## config.mk

```make
export PLATFORM = sky130hd
export DESIGN_NAME = async_timer
export DESIGN_NICKNAME = d
export VERILOG_FILES = /design/src/core/async_timer_pkg.sv /design/src/core/async_timer.sv
export SDC_FILE = /design/constraint.sdc
export NUM_CORES = 1
export LEC_CHECK = 0
export BUFFER_PORTS_ARGS = -buffer_cell sky130_fd_sc_hd__buf_4
export CAP_MARGIN = 15
export CORE_UTILIZATION = 40
export DETAILED_ROUTE_END_ITERATION = 10
export PLACE_DENSITY_LB_ADDON = 0.12
export SLEW_MARGIN = 10
export SYNTH_ARGS = -nofsm -noshare
export SYNTH_HDL_FRONTEND = slang
export SYNTH_SLANG_ARGS = --single-unit
```

## constraint.sdc

```tcl
create_clock -name mclk_in -period 4.2 [get_ports mclk_in]
set_input_delay 0.84 -clock mclk_in [delete_from_list [all_inputs] [get_ports mclk_in]]
set_output_delay 0.84 -clock mclk_in [all_outputs]
set_load 0.02 [all_outputs]
```

## src/core/async_timer_pkg.sv

```systemverilog
package async_timer_pkg;

  // Register addresses on the plain register port
  localparam logic [7:0] CTRL_A_OFS = 8'hb0;
  localparam logic [7:0] CTRL_B_OFS = 8'hb1;
  localparam logic [7:0] COUNT_OFS = 8'hb2;
  localparam logic [7:0] CMP_A_OFS = 8'hb3;
  localparam logic [7:0] CMP_B_OFS = 8'hb4;
  localparam logic [7:0] ASYNC_STATUS_OFS = 8'hb6;
  localparam logic [7:0] FLAG_OFS = 8'hb7;
  localparam logic [7:0] GEN_CTRL_OFS = 8'h43;

  // Field positions
  localparam int COM_A_HI = 7;
  localparam int COM_A_LO = 6;
  localparam int COM_B_HI = 5;
  localparam int COM_B_LO = 4;
  localparam int WGM_LO_HI = 1;
  localparam int WAVEFORM_MODE_POS = 3;
  localparam int CS_HI = 2;
  localparam int ASYNC_SEL_POS = 0;
  localparam int PSR_POS = 1;
  localparam int OVF_POS = 0;

  // Reset values
  localparam logic [7:0] CTRL_A_RST = 8'h00;
  localparam logic [7:0] CTRL_B_RST = 8'h00;
  localparam logic [7:0] COUNT_RST = 8'h00;
  localparam logic [7:0] CMP_RST = 8'h00;

  // Counter limits
  localparam logic [7:0] CNT_MAX = 8'hff;
  localparam logic [7:0] CNT_BOTTOM = 8'h00;

  // Prescaler width and clock select codes
  localparam int PRESC_W = 10;
  localparam logic [2:0] CS_STOP = 3'h0;
  localparam logic [2:0] CS_DIV1 = 3'h1;
  localparam logic [2:0] CS_DIV8 = 3'h2;
  localparam logic [2:0] CS_DIV32 = 3'h3;
  localparam logic [2:0] CS_DIV64 = 3'h4;
  localparam logic [2:0] CS_DIV128 = 3'h5;
  localparam logic [2:0] CS_DIV256 = 3'h6;
  localparam logic [2:0] CS_DIV1024 = 3'h7;

  // Waveform mode codes
  localparam logic [2:0] WGM_NORMAL = 3'h0;
  localparam logic [2:0] WGM_PHASE_FF = 3'h1;
  localparam logic [2:0] WGM_CLEAR_ON_MATCH = 3'h2;
  localparam logic [2:0] WGM_FAST_FF = 3'h3;
  localparam logic [2:0] WGM_PHASE_CMP = 3'h5;
  localparam logic [2:0] WGM_FAST_CMP = 3'h7;

  // Counting classes decoded from the waveform mode
  typedef enum logic [2:0] {
    CLS_NORMAL, CLS_CTC, CLS_PHASE, CLS_FAST, CLS_RESERVED
  } mode_cls_t;

  // Register port request
  typedef struct packed {
    logic [7:0] addr;
    logic [7:0] wdata;
    logic wr;
    logic rd;
  } reg_req_t;

  // Pin-facing outputs
  typedef struct packed {
    logic wave_a_level;
    logic wave_a_connect;
    logic wave_b_level;
    logic wave_b_connect;
    logic crystal_pins_detach;
  } wave_pins_t;

endpackage

```

## src/core/async_timer.sv

```systemverilog
`timescale 1ns/1ps
module async_timer (
  input wire logic mclk_in,
  input wire logic nrst_in,
  input wire logic ce_in,
  input wire async_timer_pkg::reg_req_t req_in,
  input wire logic crystal_in_pin_in,
  output logic [7:0] rdata_out,
  output async_timer_pkg::wave_pins_t pins_out
);

  // Control and data registers
  logic [7:0] ctrl_a_r; // Compare output modes, low waveform bits
  logic ctrl_b_waveform_mode_r; // Waveform mode bit2
  logic [2:0] clk_sel_r; // Clock prescale select
  logic async_sel_r; // Async clock select
  logic [7:0] cnt_r; // Timer count
  logic up_r; // Count direction in phase-correct mode
  logic block_r; // Suppress match after a count write
  logic [7:0] cmp_a_buf_r; // Compare A as written by software
  logic [7:0] cmp_b_buf_r; // Compare B as written by software
  logic [7:0] cmp_a_act_r; // Compare A in use by the comparator
  logic [7:0] cmp_b_act_r; // Compare B in use by the comparator
  logic ovf_r; // Sticky overflow flag
  logic wave_a_r; // Output latch A
  logic wave_b_r; // Output latch B
  logic [7:0] rdata_r; // Read data, one cycle after the strobe

  // Crystal pin synchroniser and edge finder
  logic xtal_s1_r;
  logic xtal_s2_r;
  logic xtal_s3_r;

  // Prescaler
  logic [async_timer_pkg::PRESC_W-1:0] presc_r;

  // Decoded controls and events
  logic [2:0] wgm;
  async_timer_pkg::mode_cls_t cls;
  logic [1:0] com_a;
  logic [1:0] com_b;
  logic src_tick;
  logic tick;
  logic [7:0] top;
  logic top_evt;
  logic match_a;
  logic match_b;
  logic ovf_set;
  logic wr_hit_ctrl_a;
  logic wr_hit_ctrl_b;
  logic wr_hit_count;
  logic wr_hit_cmp_a;
  logic wr_hit_cmp_b;
  logic wr_hit_async;
  logic wr_hit_flag;
  logic wr_hit_gen;
  logic psr_strobe;

  // Prescaled tap for a clock select code
  function automatic logic presc_tap(
    input logic [2:0] sel,
    input logic [async_timer_pkg::PRESC_W-1:0] pc,
    input logic src
  );
    logic t;
    t = 1'b0;
    case (sel)
      async_timer_pkg::CS_STOP: t = 1'b0;
      async_timer_pkg::CS_DIV1: t = src;
      async_timer_pkg::CS_DIV8: t = src && (&pc[2:0]);
      async_timer_pkg::CS_DIV32: t = src && (&pc[4:0]);
      async_timer_pkg::CS_DIV64: t = src && (&pc[5:0]);
      async_timer_pkg::CS_DIV128: t = src && (&pc[6:0]);
      async_timer_pkg::CS_DIV256: t = src && (&pc[7:0]);
      async_timer_pkg::CS_DIV1024: t = src && (&pc[9:0]);
      default: t = 1'b0;
    endcase
    return t;
  endfunction

  // Next level of an output latch for one channel
  function automatic logic wave_next(
    input logic cur,
    input async_timer_pkg::mode_cls_t mc,
    input logic [1:0] com,
    input logic chan_a,
    input logic waveform_mode,
    input logic match,
    input logic up,
    input logic tevt,
    input logic cmp_is_top
  );
    logic res;
    logic special;
    res = cur;
    special = com[1] && cmp_is_top;
    case (mc)
      async_timer_pkg::CLS_FAST: begin
        if (com == 2'b01) begin
          // Toggle only on channel A with bit2 set
          if (chan_a && waveform_mode && match) begin
            res = ~cur;
          end
        end else if (com[1]) begin
          // Match acts unless compare sits at TOP
          if (match && !special) begin
            res = com[0];
          end
          // BOTTOM follows TOP: set for 10, clear for 11
          if (tevt) begin
            res = ~com[0];
          end
        end
      end
      async_timer_pkg::CLS_PHASE: begin
        if (com == 2'b01) begin
          if (chan_a && waveform_mode && match) begin
            res = ~cur;
          end
        end else if (com[1]) begin
          if (special) begin
            // Match ignored, level set for 10 or cleared for 11 at TOP instead
            if (tevt) begin
              res = ~com[0];
            end
          end else if (match) begin
            res = up ? com[0] : ~com[0];
          end
        end
      end
      default: begin
        // Normal, clear-on-match and reserved modes
        if (match) begin
          case (com)
            2'b01: res = ~cur;
            2'b10: res = 1'b0;
            2'b11: res = 1'b1;
            default: res = cur;
          endcase
        end
      end
    endcase
    return res;
  endfunction

  // Address decode of write strobes
  always_comb begin
    wr_hit_ctrl_a = req_in.wr && (req_in.addr == async_timer_pkg::CTRL_A_OFS);
    wr_hit_ctrl_b = req_in.wr && (req_in.addr == async_timer_pkg::CTRL_B_OFS);
    wr_hit_count = req_in.wr && (req_in.addr == async_timer_pkg::COUNT_OFS);
    wr_hit_cmp_a = req_in.wr && (req_in.addr == async_timer_pkg::CMP_A_OFS);
    wr_hit_cmp_b = req_in.wr && (req_in.addr == async_timer_pkg::CMP_B_OFS);
    wr_hit_async = req_in.wr &&
                   (req_in.addr == async_timer_pkg::ASYNC_STATUS_OFS);
    wr_hit_flag = req_in.wr && (req_in.addr == async_timer_pkg::FLAG_OFS);
    wr_hit_gen = req_in.wr && (req_in.addr == async_timer_pkg::GEN_CTRL_OFS);
    psr_strobe = wr_hit_gen && req_in.wdata[async_timer_pkg::PSR_POS];
  end

  // Mode decode, TOP source and timer events
  always_comb begin
    wgm = {ctrl_b_waveform_mode_r, ctrl_a_r[async_timer_pkg::WGM_LO_HI:0]};
    com_a = ctrl_a_r[async_timer_pkg::COM_A_HI:async_timer_pkg::COM_A_LO];
    com_b = ctrl_a_r[async_timer_pkg::COM_B_HI:async_timer_pkg::COM_B_LO];
    // Counting class and TOP source per mode
    case (wgm)
      async_timer_pkg::WGM_NORMAL: begin
        cls = async_timer_pkg::CLS_NORMAL;
        top = async_timer_pkg::CNT_MAX;
      end
      async_timer_pkg::WGM_PHASE_FF: begin
        cls = async_timer_pkg::CLS_PHASE;
        top = async_timer_pkg::CNT_MAX;
      end
      async_timer_pkg::WGM_CLEAR_ON_MATCH: begin
        cls = async_timer_pkg::CLS_CTC;
        top = cmp_a_act_r;
      end
      async_timer_pkg::WGM_FAST_FF: begin
        cls = async_timer_pkg::CLS_FAST;
        top = async_timer_pkg::CNT_MAX;
      end
      async_timer_pkg::WGM_PHASE_CMP: begin
        cls = async_timer_pkg::CLS_PHASE;
        top = cmp_a_act_r;
      end
      async_timer_pkg::WGM_FAST_CMP: begin
        cls = async_timer_pkg::CLS_FAST;
        top = cmp_a_act_r;
      end
      default: begin
        // Reserved codes count as plain normal mode
        cls = async_timer_pkg::CLS_RESERVED;
        top = async_timer_pkg::CNT_MAX;
      end
    endcase
    // Source clock: every cycle, or a crystal rising edge
    src_tick = async_sel_r ? (xtal_s2_r && !xtal_s3_r) : 1'b1;
    tick = presc_tap(clk_sel_r, presc_r, src_tick);
    // Compare matches, suppressed once after a count write
    match_a = tick && !block_r && (cnt_r == cmp_a_act_r);
    match_b = tick && !block_r && (cnt_r == cmp_b_act_r);
    // TOP reached: wrap in fast PWM, turn in phase-correct
    top_evt = tick && (cnt_r == top) &&
              ((cls != async_timer_pkg::CLS_PHASE) || up_r);
    // Overflow flag points per mode
    case (wgm)
      async_timer_pkg::WGM_PHASE_FF,
      async_timer_pkg::WGM_PHASE_CMP: begin
        ovf_set = tick && !up_r &&
                  (cnt_r == async_timer_pkg::CNT_BOTTOM);
      end
      async_timer_pkg::WGM_FAST_CMP: begin
        ovf_set = top_evt;
      end
      default: begin
        ovf_set = tick && (cnt_r == async_timer_pkg::CNT_MAX);
      end
    endcase
  end

  // Crystal pin synchroniser, first stage read only by the second
  always_ff @(posedge mclk_in) begin
    if (!nrst_in) begin
      xtal_s1_r <= 1'b0;
      xtal_s2_r <= 1'b0;
      xtal_s3_r <= 1'b0;
    end else if (ce_in) begin
      xtal_s1_r <= crystal_in_pin_in;
      xtal_s2_r <= xtal_s1_r;
      xtal_s3_r <= xtal_s2_r;
    end
  end

  // Prescaler counts source ticks; software reset restarts it
  always_ff @(posedge mclk_in) begin
    if (!nrst_in) begin
      presc_r <= '0;
    end else if (ce_in) begin
      if (psr_strobe) begin
        presc_r <= '0;
      end else if (src_tick) begin
        presc_r <= presc_r + 1'b1;
      end
    end
  end

  // Control registers
  always_ff @(posedge mclk_in) begin
    if (!nrst_in) begin
      ctrl_a_r <= async_timer_pkg::CTRL_A_RST;
      ctrl_b_waveform_mode_r <= async_timer_pkg::CTRL_B_RST[async_timer_pkg::WAVEFORM_MODE_POS];
      clk_sel_r <= async_timer_pkg::CTRL_B_RST[async_timer_pkg::CS_HI:0];
      async_sel_r <= 1'b0;
    end else if (ce_in) begin
      if (wr_hit_ctrl_a) begin
        // Bits 3:2 are not implemented
        ctrl_a_r <= req_in.wdata & 8'hf3;
      end
      if (wr_hit_ctrl_b) begin
        ctrl_b_waveform_mode_r <= req_in.wdata[async_timer_pkg::WAVEFORM_MODE_POS];
        clk_sel_r <= req_in.wdata[async_timer_pkg::CS_HI:0];
      end
      if (wr_hit_async) begin
        async_sel_r <= req_in.wdata[async_timer_pkg::ASYNC_SEL_POS];
      end
    end
  end

  // Compare registers: buffered value and value in use
  always_ff @(posedge mclk_in) begin
    if (!nrst_in) begin
      cmp_a_buf_r <= async_timer_pkg::CMP_RST;
      cmp_b_buf_r <= async_timer_pkg::CMP_RST;
      cmp_a_act_r <= async_timer_pkg::CMP_RST;
      cmp_b_act_r <= async_timer_pkg::CMP_RST;
    end else if (ce_in) begin
      if (wr_hit_cmp_a) begin
        cmp_a_buf_r <= req_in.wdata;
      end
      if (wr_hit_cmp_b) begin
        cmp_b_buf_r <= req_in.wdata;
      end
      // PWM modes take the new value at the TOP event only
      if ((cls != async_timer_pkg::CLS_PHASE &&
           cls != async_timer_pkg::CLS_FAST) || top_evt) begin
        cmp_a_act_r <= cmp_a_buf_r;
        cmp_b_act_r <= cmp_b_buf_r;
      end
    end
  end

  // Counter and direction
  always_ff @(posedge mclk_in) begin
    if (!nrst_in) begin
      cnt_r <= async_timer_pkg::COUNT_RST;
      up_r <= 1'b1;
      block_r <= 1'b0;
    end else if (ce_in) begin
      if (wr_hit_count) begin
        // Software write wins and masks the next match
        cnt_r <= req_in.wdata;
        block_r <= 1'b1;
      end else if (tick) begin
        block_r <= 1'b0;
        case (cls)
          async_timer_pkg::CLS_PHASE: begin
            if (up_r) begin
              if (cnt_r >= top) begin
                up_r <= 1'b0;
                cnt_r <= (top == async_timer_pkg::CNT_BOTTOM) ?
                         cnt_r : cnt_r - 8'h01;
              end else begin
                cnt_r <= cnt_r + 8'h01;
              end
            end else if (cnt_r == async_timer_pkg::CNT_BOTTOM) begin
              up_r <= 1'b1;
              cnt_r <= cnt_r + 8'h01;
            end else begin
              cnt_r <= cnt_r - 8'h01;
            end
          end
          async_timer_pkg::CLS_FAST,
          async_timer_pkg::CLS_CTC: begin
            // Wrap to BOTTOM after TOP
            up_r <= 1'b1;
            cnt_r <= (cnt_r == top) ? async_timer_pkg::CNT_BOTTOM :
                     cnt_r + 8'h01;
          end
          default: begin
            up_r <= 1'b1;
            cnt_r <= cnt_r + 8'h01;
          end
        endcase
      end
    end
  end

  // Overflow flag: set wins over a write-one clear
  always_ff @(posedge mclk_in) begin
    if (!nrst_in) begin
      ovf_r <= 1'b0;
    end else if (ce_in) begin
      if (ovf_set) begin
        ovf_r <= 1'b1;
      end else if (wr_hit_flag && req_in.wdata[async_timer_pkg::OVF_POS]) begin
        ovf_r <= 1'b0;
      end
    end
  end

  // Output latches updated by compare and TOP events
  always_ff @(posedge mclk_in) begin
    if (!nrst_in) begin
      wave_a_r <= 1'b0;
      wave_b_r <= 1'b0;
    end else if (ce_in) begin
      wave_a_r <= wave_next(wave_a_r, cls, com_a, 1'b1, ctrl_b_waveform_mode_r,
                            match_a, up_r, top_evt,
                            cmp_a_act_r == top);
      wave_b_r <= wave_next(wave_b_r, cls, com_b, 1'b0, ctrl_b_waveform_mode_r,
                            match_b, up_r, top_evt,
                            cmp_b_act_r == top);
    end
  end

  // Read data, valid only in the cycle after the strobe
  always_ff @(posedge mclk_in) begin
    if (!nrst_in) begin
      rdata_r <= 8'h00;
    end else if (ce_in) begin
      if (req_in.rd) begin
        case (req_in.addr)
          async_timer_pkg::CTRL_A_OFS: rdata_r <= ctrl_a_r;
          async_timer_pkg::CTRL_B_OFS: begin
            // Force bits are not kept and read as zero
            rdata_r <= {4'h0, ctrl_b_waveform_mode_r, clk_sel_r};
          end
          async_timer_pkg::COUNT_OFS: rdata_r <= cnt_r;
          async_timer_pkg::CMP_A_OFS: rdata_r <= cmp_a_buf_r;
          async_timer_pkg::CMP_B_OFS: rdata_r <= cmp_b_buf_r;
          async_timer_pkg::ASYNC_STATUS_OFS: rdata_r <= {7'h00, async_sel_r};
          async_timer_pkg::FLAG_OFS: rdata_r <= {7'h00, ovf_r};
          default: rdata_r <= 8'h00; // Unmapped and strobe-only
        endcase
      end else begin
        rdata_r <= 8'h00;
      end
    end
  end

  // Pin outputs
  always_comb begin
    rdata_out = rdata_r;
    pins_out.wave_a_level = wave_a_r;
    pins_out.wave_a_connect = |com_a;
    pins_out.wave_b_level = wave_b_r;
    pins_out.wave_b_connect = |com_b;
    pins_out.crystal_pins_detach = async_sel_r;
  end

endmodule

```

==> results.ini, run 1 <==
[sta]
finalHoldViolCount=0
min_period_ns=3.767
worst_pin_slew_ns=0.8200
setup_viol=0
slew-limit-headroom_pct=44.83
skew_ns=0.007236
rsz0062_at_grt=false
final.period_utilization_pct=89.68
tns_ns=0
slew_viol_final=0
fmax_mhz=265.5

[cts]
hold_buffers=0
clock_sinks=77
ctsResizeCount=0
numCtsBuffers=9
path_clk_slew_ns=0.06
ctsHtreeMaxLevel=3
clock-root-buffer=clkbuf_16
cts_tree=done
clk_latency_ns=0.35
cts_setup_buffers=0
clock_path_buffers=2

[grt]
antenna_found_initial=0
grt_overflow=0
grt_pass1_wl_um=23810
grt_start_max_net_pins=34
track_usage_pct=24.86
grt_pass1_vias=4312

[final_layout]
instances_no_fill=750
syn_to_final_growth_pct=12.96
multiInputGateArea_sq_um=2960
final_net_count=638
nFillCells=1141
seq_area_sq_um=1541
antenna_cells=0
drive_gt1_share_pct=13.51

[yosys]
synthCells=588
ys_seq_area_share_pct=32.00
yosys_warnings=0
ys_top_cells_by_area=dfxtp_1 32%, mux2i_1 11%, nor2_1 7.2%, ha_1 3.6%, nand2_1 3.2%
synthXorXnorAreaFrac_pct=5.091
synth_simple_gate_area_share_pct=24.05
yosysUniqueCellTypes=83
synthArstFlopShare_pct=0
synth_top_family_by_area=simple AND/OR/NAND/NOR gates
synth.cell_area_sq_um=4817
synth.area.mux_share_pct=10.83
synth_area_per_cell_sq_um=8.192
yosys.area_share.adder_pct=3.636
ys_ff_latch=77
synth-compound-area-share_pct=17.84
synth_fp_nets=624
synth-main-ff-cell=dfxtp_1
synth_top_area_share_pct=32.00
synth_edf_count=0
yosysTopAreaCell=dfxtp_1

[setup_path]
critPathRequiredTime_ns=4.42
end_kind=register
worst-path-stages=12
crit_path_max_fanout=13
worstSetupPathType=register to register
cpMaxStageDelayCell=a21oi_1
critical-path-top-delay-family=compound AO/OA/AOI/OAI gates
r2r_cells=12
slowest_delay_ns=0.73
crit_path_cell_trace=or3b_1 -> a21oi_1 -> inv_1 -> ha_1 -> nor2b_1 -> o21ai_0 -> a31oi_1 -> a21oi_1 -> nor2_1 -> a2bb2o_1 -> o22ai_1 -> o22ai_1
worstPathArrival_ns=3.99
start_kind=register
path_buf_inv=1

[floorplanning]
io_pins=35
start_util_pct=41.65
die_y_um=111.7
num_rows=39
fp.coreArea_sq_um=11560
die_x_um=111.7
die_area_sq_um=12490

[routing]
drc=0
wl_um=14940
ant_nets=0
vias_per_cell=5.992
drt_iter0_markers=358
first_pass_iters=5
wire_per_inst_um=19.92
vias=4494

[run]
cap_violations=0

[pwr]
cellPowerDensity_nw_per_um2=312.0
peakVddDrop_uv=304.8
power_leakage_uw=0.002305

[status]
status=finished, final reports clean

[placed_design]
gp_congestion=0.9041
dp_hpwl_um=11060
io_buffers=34
place_inst=733

[hold_path]
hold_depth=2
hold_class=register to register

## final timing paths
kind                                   from  endpoint  slack [ns]
worst min-delay path                block_r   block_r        0.46
worst min register to register      block_r   block_r        0.46
worst max register to register  ctrl_a_r[1]  cnt_r[5]        0.43
worst max-delay path            ctrl_a_r[1]  cnt_r[5]        0.43
## worst reg2reg max path, stage by stage (launching register included)
cell and delay (ns):
dfxtp_1 0.57, or3b_1 0.45, a21oi_1 0.26, inv_1 0.09, ha_1 0.31, nor2b_1 0.05, o21ai_0 0.14, a31oi_1 0.21
a21oi_1 0.73, nor2_1 0.23, a2bb2o_1 0.30, o22ai_1 0.19, o22ai_1 0.11
## kinds of logic after synthesis
family	Yosys count
AOI/OAI and AO/OA	121
xor gates and xnor gates	28
adders and majority gates	14
buffers and inverters	64
DFF	77
muxes	52
and+or+nand+nor	232
## where the power goes
part	switching [uW]	internal (uW)	total, uW
Clock	342	542	884
Sequential	3.53	733	737
Combinational	50.2	26.9	77.1
## routing by layer
| layer | vias up | track usage, % | part of all wire [%] |
|---|---|---|---|
| li1 | 2147 | - | - |
| met1 | 2171 | 34.02 | 48 |
| met2 | 152 | 38.18 | 44 |
| met3 | 24 | 5.226 | 5.7 |
| met4 | 0 | 9.640 | 2.5 |
| met5 | - | 0 | 0 |
## synthesized netlist by cell type (3+ instances only)
library cell,n
mux2i_1,51
o31ai_1,4
a22oi_1,11
o211a_1,3
nand2b_1,3
o21a_1,3
buf_2,3
dfxtp_1,77
o21ai_0,18
nand4_1,10
nand3_1,22
xor2_1,11
nor4_1,8
nand2_1,41
nor2_1,92
buf_4,4
inv_1,21
a211oi_1,4
a21o_1,4
a21oi_1,30
and3_1,11
xnor2_1,17
nor3_1,9
ha_1,14
buf_6,4
clkbuf_1,27
nand3b_1,4
o22ai_1,5
a222oi_1,5
## state kept, by name, indices dropped and copies added (netlist names), 3 cells and up
name and flops:
cmp_a_act_r 8, cmp_b_buf_r 8, ctrl_a_r 6, cmp_b_act_r 8, presc_r 10, cnt_r 8, rdata_out 8, clk_sel_r 3
cmp_a_buf_r 8
## cell usage in the layout, fill, tap and decap left out, drive strengths merged, types with 3 or more instances in the layout
| cell type | n |
|---|---|
| nor2 | 92 |
| dfxtp | 77 |
| mux2i | 51 |
| buf | 45 |
| nand2 | 41 |
| a21oi | 30 |
| inv | 24 |
| nand3 | 22 |
| o21ai | 21 |
| xnor2 | 17 |
| ha | 14 |
| and3 | 12 |
| a22oi | 12 |
| xor2 | 11 |
| nand4 | 11 |
| nor3 | 10 |
| clkbuf | 10 |
| nor4 | 8 |
| o22ai | 5 |
| a222oi | 5 |
| a211oi | 5 |
| nand3b | 4 |
| a21o | 4 |
| o31ai | 4 |
| and2 | 4 |
| nand2b | 3 |
| o21a | 3 |
| o211a | 3 |
| or3b | 3 |
| and4 | 3 |
## layout make-up
| type | instances | share of cell area, % |
|---|---|---|
| Multi-Input combinational cell | 447 | 54.40 |
| Sequential cell | 77 | 28.33 |
| Inverter | 22 | 1.518 |
| Tap cell | 143 | 3.288 |
| Clock inverter | 6 | 1.725 |
| Timing Repair Buffer | 45 | 6.346 |
| Clock buffer | 10 | 4.392 |
## stage by stage
stage	total power, uW	setup slack [ns]	util, %	hold slack, ns	area [sq um]
6_report	1698	0.4333	47.05	0.4570	5441
4_1_cts	1708	0.4631	46.92	0.4552	5426
3_5_place_dp	828.7	0.4770	44.04	0.4478	5094
3_3_place_gp	827.8	0.4068	44.04	0.4470	5094
2_1_floorplan	791.9	1.153	-	0.4363	4817
5_1_grt	1744	0.02278	47.05	0.4737	5441
No activity file was read; power rests on OpenSTA's default activity.
==> run 2: changes to the inputs <==
BUFFER_PORTS_ARGS = default   (was -buffer_cell sky130_fd_sc_hd__buf_4)
DONT_BUFFER_PORTS = 1   (was default)
==> results.ini, run 2 (synthesis results as in run 1) <==
[status]
status=finished, final reports clean

[sta]
finalHoldViolCount=0
hold_slack_ns=0.4593
tns_ns=0
skew_ns=0.006537
fmax_mhz=264.3
slew_viol_final=0
slew-limit-headroom_pct=27.41
setup_viol=0
min_period_ns=3.783
finalWorstSetupSlack_ns=0.4168
rsz0062_at_grt=false
final.period_utilization_pct=90.08
worst_pin_slew_ns=1.089

[floorplanning]
io_pins=35
die_area_sq_um=12490
num_rows=39
start_util_pct=41.65
fp.coreArea_sq_um=11560
die_y_um=111.7
die_x_um=111.7

[cts]
clock-root-buffer=clkbuf_16
hold_buffers=0
path_clk_slew_ns=0.06
cts_tree=done
cts_setup_buffers=0
clk_latency_ns=0.35
numCtsBuffers=9
clock_sinks=77
clock_path_buffers=2
ctsHtreeMaxLevel=3
ctsResizeCount=0

[pwr]
power_leakage_uw=0.002125
p_switching_uw=363.7
cellPowerDensity_nw_per_um2=320.2
peakVddDrop_uv=250.2
clkPwrFrac_pct=53.0
p_int_uw=1290
p_total_uw=1653
pwr-share-comb_pct=2.4
swShare_pct=22.00
p_seq_share_pct=44.6

[setup_path]
start_kind=register
critPathRequiredTime_ns=4.44
cpMaxStageDelayCell=dfxtp_1
r2r-end=cnt_r[4]
r2r_cells=12
rr_startpoint=ctrl_a_r[1]
worstPathArrival_ns=4.02
slowest_delay_ns=0.58
worstSetupPathType=register to register
crit_path_cell_trace=or3b_1 -> a21oi_1 -> inv_1 -> ha_1 -> nor2b_1 -> o21ai_0 -> a31oi_1 -> nor4_1 -> o21a_1 -> nor2_1 -> o211ai_1 -> o311a_1
end_kind=register
rrSetupSlack_ns=0.42
crit_path_max_fanout=13

[final_layout]
final_net_count=602
drive_gt1_share_pct=8.056
largest_reg_flops=10
mostFrequentLayoutCells=92 x nor2_1, 77 x dfxtp_1, 51 x mux2i_1
antenna_cells=0
instances_no_fill=714
top_register=presc_r
layout_commonest_cell=nor2_1
nFillCells=1155
syn_to_final_growth_pct=7.195

[routing]
wl_um=14760
ant_nets=0
drc=0
vias=4351
vias_per_cell=6.094
wire_per_inst_um=20.68
first_pass_iters=5
drt_iter0_markers=393

[grt]
antenna_found_initial=0
grt_start_max_net_pins=42
track_usage_pct=24.52
grt_pass1_vias=4080
grt_overflow=0
grt_pass1_wl_um=23200

[hold_path]
hold_depth=2
hold_class=register to register
min_from=block_r
holdPathEnd=block_r

[placed_design]
dp_slack_ns=0.4899
io_buffers=0
dp_hpwl_um=10810
gp_congestion=0.9240
place_inst=698

[run]
cap_violations=0

run 2: cell count changes in the layout (fill, tap and decap cells not counted), sizes merged:
cell,delta
clkinv,+1
buf,-36
clkinvlp,-1
run 2: worst max-delay path by stage:
stage	from	endpoint	slack [ns]	cells past startpoint
after CTS	ctrl_a_r[1]	cnt_r[4]	0.46	12
after floorplan	ctrl_b_waveform_mode_r	cnt_r[2]	1.15	14
after detailed placement	ctrl_a_r[1]	cnt_r[4]	0.49	12
after global routing	ctrl_b_waveform_mode_r	cnt_r[4]	0.15	12
after global placement	ctrl_a_r[1]	cnt_r[4]	0.45	11
final	ctrl_a_r[1]	cnt_r[4]	0.42	12
run 2: power groups by stage:
stage	combinational [uW]	sequential (uW)	clock, uW
global route	43.8	737	927
floorplan	39.7	752	0
finish	39.5	737	877
CTS	39.7	737	894
global placement	39.0	753	0
detailed placement	39.7	753	0
run 2: cell type report:
class	count	area (sq um)	share of cell area, %
multi-input combinational	447	2960	57.33
sequential	77	1541	29.85
clock buffer	10	239.0	4.628
tap	143	178.9	3.465
clock inverter	6	93.84	1.817
inverter	22	82.58	1.599
timing repair buffer	9	67.56	1.308
run 2: per-stage QoR:
stage | util (%) | instance area (sq um)
5_1_grt | 44.65 | 5164
4_1_cts | 44.65 | 5164
2_1_floorplan | - | 4817
3_5_place_dp | 41.77 | 4831
6_report | 44.65 | 5164
3_3_place_gp | 41.77 | 4831
run 2: per-layer routing:
layer	up-vias	track usage, %	wire [um]
met1	2115	33.20	7011
met4	0	12.61	509
met5	-	0	0
met3	29	3.865	733
met2	129	37.64	6510
li1	2078	-	-
run 2: critical path: cells and delay by family (launching register included):
family / cells / cell delay (ns)
flip-flops: 1 / 0.58
AO/OA/AOI/OAI: 6 / 1.64
buffers and inverters: 1 / 0.08
adder cells (fa/ha/maj): 1 / 0.31
AND/OR/NAND/NOR: 4 / 1.08
==> run 3: changes to the inputs <==
clock period = 3.54 ns   (was 4.2 ns; I/O delays follow)
==> results.ini, run 3 (synthesis results as in run 1) <==
[cts]
clk_latency_ns=0.35
clock_sinks=77
clock-root-buffer=clkbuf_16
hold_buffers=0
ctsHtreeMaxLevel=3
numCtsBuffers=9
path_clk_slew_ns=0.07
clock_path_buffers=2
cts_tree=done

[routing]
vias=4341
wire_per_inst_um=20.39
drt_iter0_markers=305
first_pass_iters=7
drc=0
wl_um=14910
vias_per_cell=5.938
ant_nets=0

[floorplanning]
num_rows=39
start_util_pct=41.65
fp.coreArea_sq_um=11560
die_area_sq_um=12490
die_y_um=111.7
io_pins=35
die_x_um=111.7

[setup_path]
crit_path_max_fanout=9
start_kind=register
critPathRequiredTime_ns=3.81
worstSetupPathType=register to register
worstPathArrival_ns=3.43
end_kind=register

[final_layout]
instances_no_fill=731
mostFrequentLayoutCells=91 x nor2_1, 77 x dfxtp_1, 51 x mux2i_1
drive_gt1_share_pct=11.22
antenna_cells=0
top_register=presc_r
syn_to_final_growth_pct=9.688
layout_commonest_cell=nor2_1
final_net_count=619
fin_util_pct=45.69
largest_reg_flops=10

[grt]
grt_start_max_net_pins=40
grt_overflow=0
grt_pass1_wl_um=24000
grt_pass1_vias=4195
antenna_found_initial=0
track_usage_pct=25.16

[sta]
rsz0062_at_grt=false
slew_viol_final=0
tns_ns=0
setup_viol=0
fmax_mhz=316.8
worst_pin_slew_ns=0.7690
slew-limit-headroom_pct=48.26
skew_ns=0.006088
final.period_utilization_pct=89.16
finalHoldViolCount=0
min_period_ns=3.156

[placed_design]
place_inst=715
io_buffers=0
gp_congestion=0.9138
dp_hpwl_um=11110

[status]
status=finished, final reports clean

[pwr]
cellPowerDensity_nw_per_um2=361.3
peakVddDrop_uv=236.7
power_leakage_uw=0.002207

[run]
cap_violations=0

[hold_path]
hold_class=input pin to register

-- run 3: critical path, stage by stage (launching register included) --
cell and delay (ns):
dfxtp_1 0.38, and2_2 0.25, nor2_2 0.27, nor2_1 0.08, ha_1 0.21, nor4_1 0.28, o21ai_0 0.13, a31oi_1 0.40
a21oi_2 0.21, or3b_2 0.51, a31oi_1 0.19, nor2_1 0.06, nor3_1 0.12
-- run 3: through the flow --
| step | power, uW | setup WS (ns) | instance area [sq um] | hold slack, ns |
|---|---|---|---|---|
| 3_5_place_dp | 941.7 | 0.2439 | 4959 | 0.4570 |
| 3_3_place_gp | 940.9 | 0.2772 | 4959 | 0.4498 |
| 4_1_cts | 1939 | 0.2133 | 5273 | 0.4507 |
| 5_1_grt | 1972 | 0.08468 | 5284 | 0.4853 |
| 2_1_floorplan | 939.6 | 0.4928 | 4817 | 0.4363 |
| 6_report | 1909 | 0.3836 | 5284 | 0.4700 |
-- run 3: path summary, 6_finish.rpt --
path / slack (ns) / endpoint / startpoint / depth (start not counted)
max reg2reg: 0.38 / cnt_r[2] / ctrl_b_waveform_mode_r / 12
min reg2reg: 0.47 / block_r / block_r / 2
min: 0.47 / up_r / nrst_in / 1
max: 0.38 / cnt_r[2] / ctrl_b_waveform_mode_r / 12
-- run 3: routing by layer --
layer / wire (um) / up-vias / track usage, % / share of wire (%)
met5: 0 / - / 0 / 0
met4: 476 / 0 / 11.35 / 3.2
met3: 1117 / 27 / 5.716 / 7.5
met2: 6381 / 175 / 37.18 / 43
met1: 6932 / 2031 / 34.78 / 46
li1: - / 2108 / - / -
-- run 3: power by group --
part           switching (uW)  internal [uW]  leakage, uW
logic                    31.8           16.5      0.00143
registers                3.79            870     0.000621
clock network             409            578     0.000152
total                     444           1460      0.00221
-- run 3: what timing repair did --
item / in CTS / in global routing
buffers inserted: 0 / 0
resized for setup: 0 / 3
endpoints found under the setup margin: 0 / 5
-- run 3: cell type report --
cell class	instances	area [sq um]
fillers	1142	6281
well taps	143	178.9
inverters	22	82.58
multi-input cells	447	2972
clock inverters	6	75.07
flip-flops and latches	77	1541
clock buffers	10	239.0
repair buffers	26	195.2
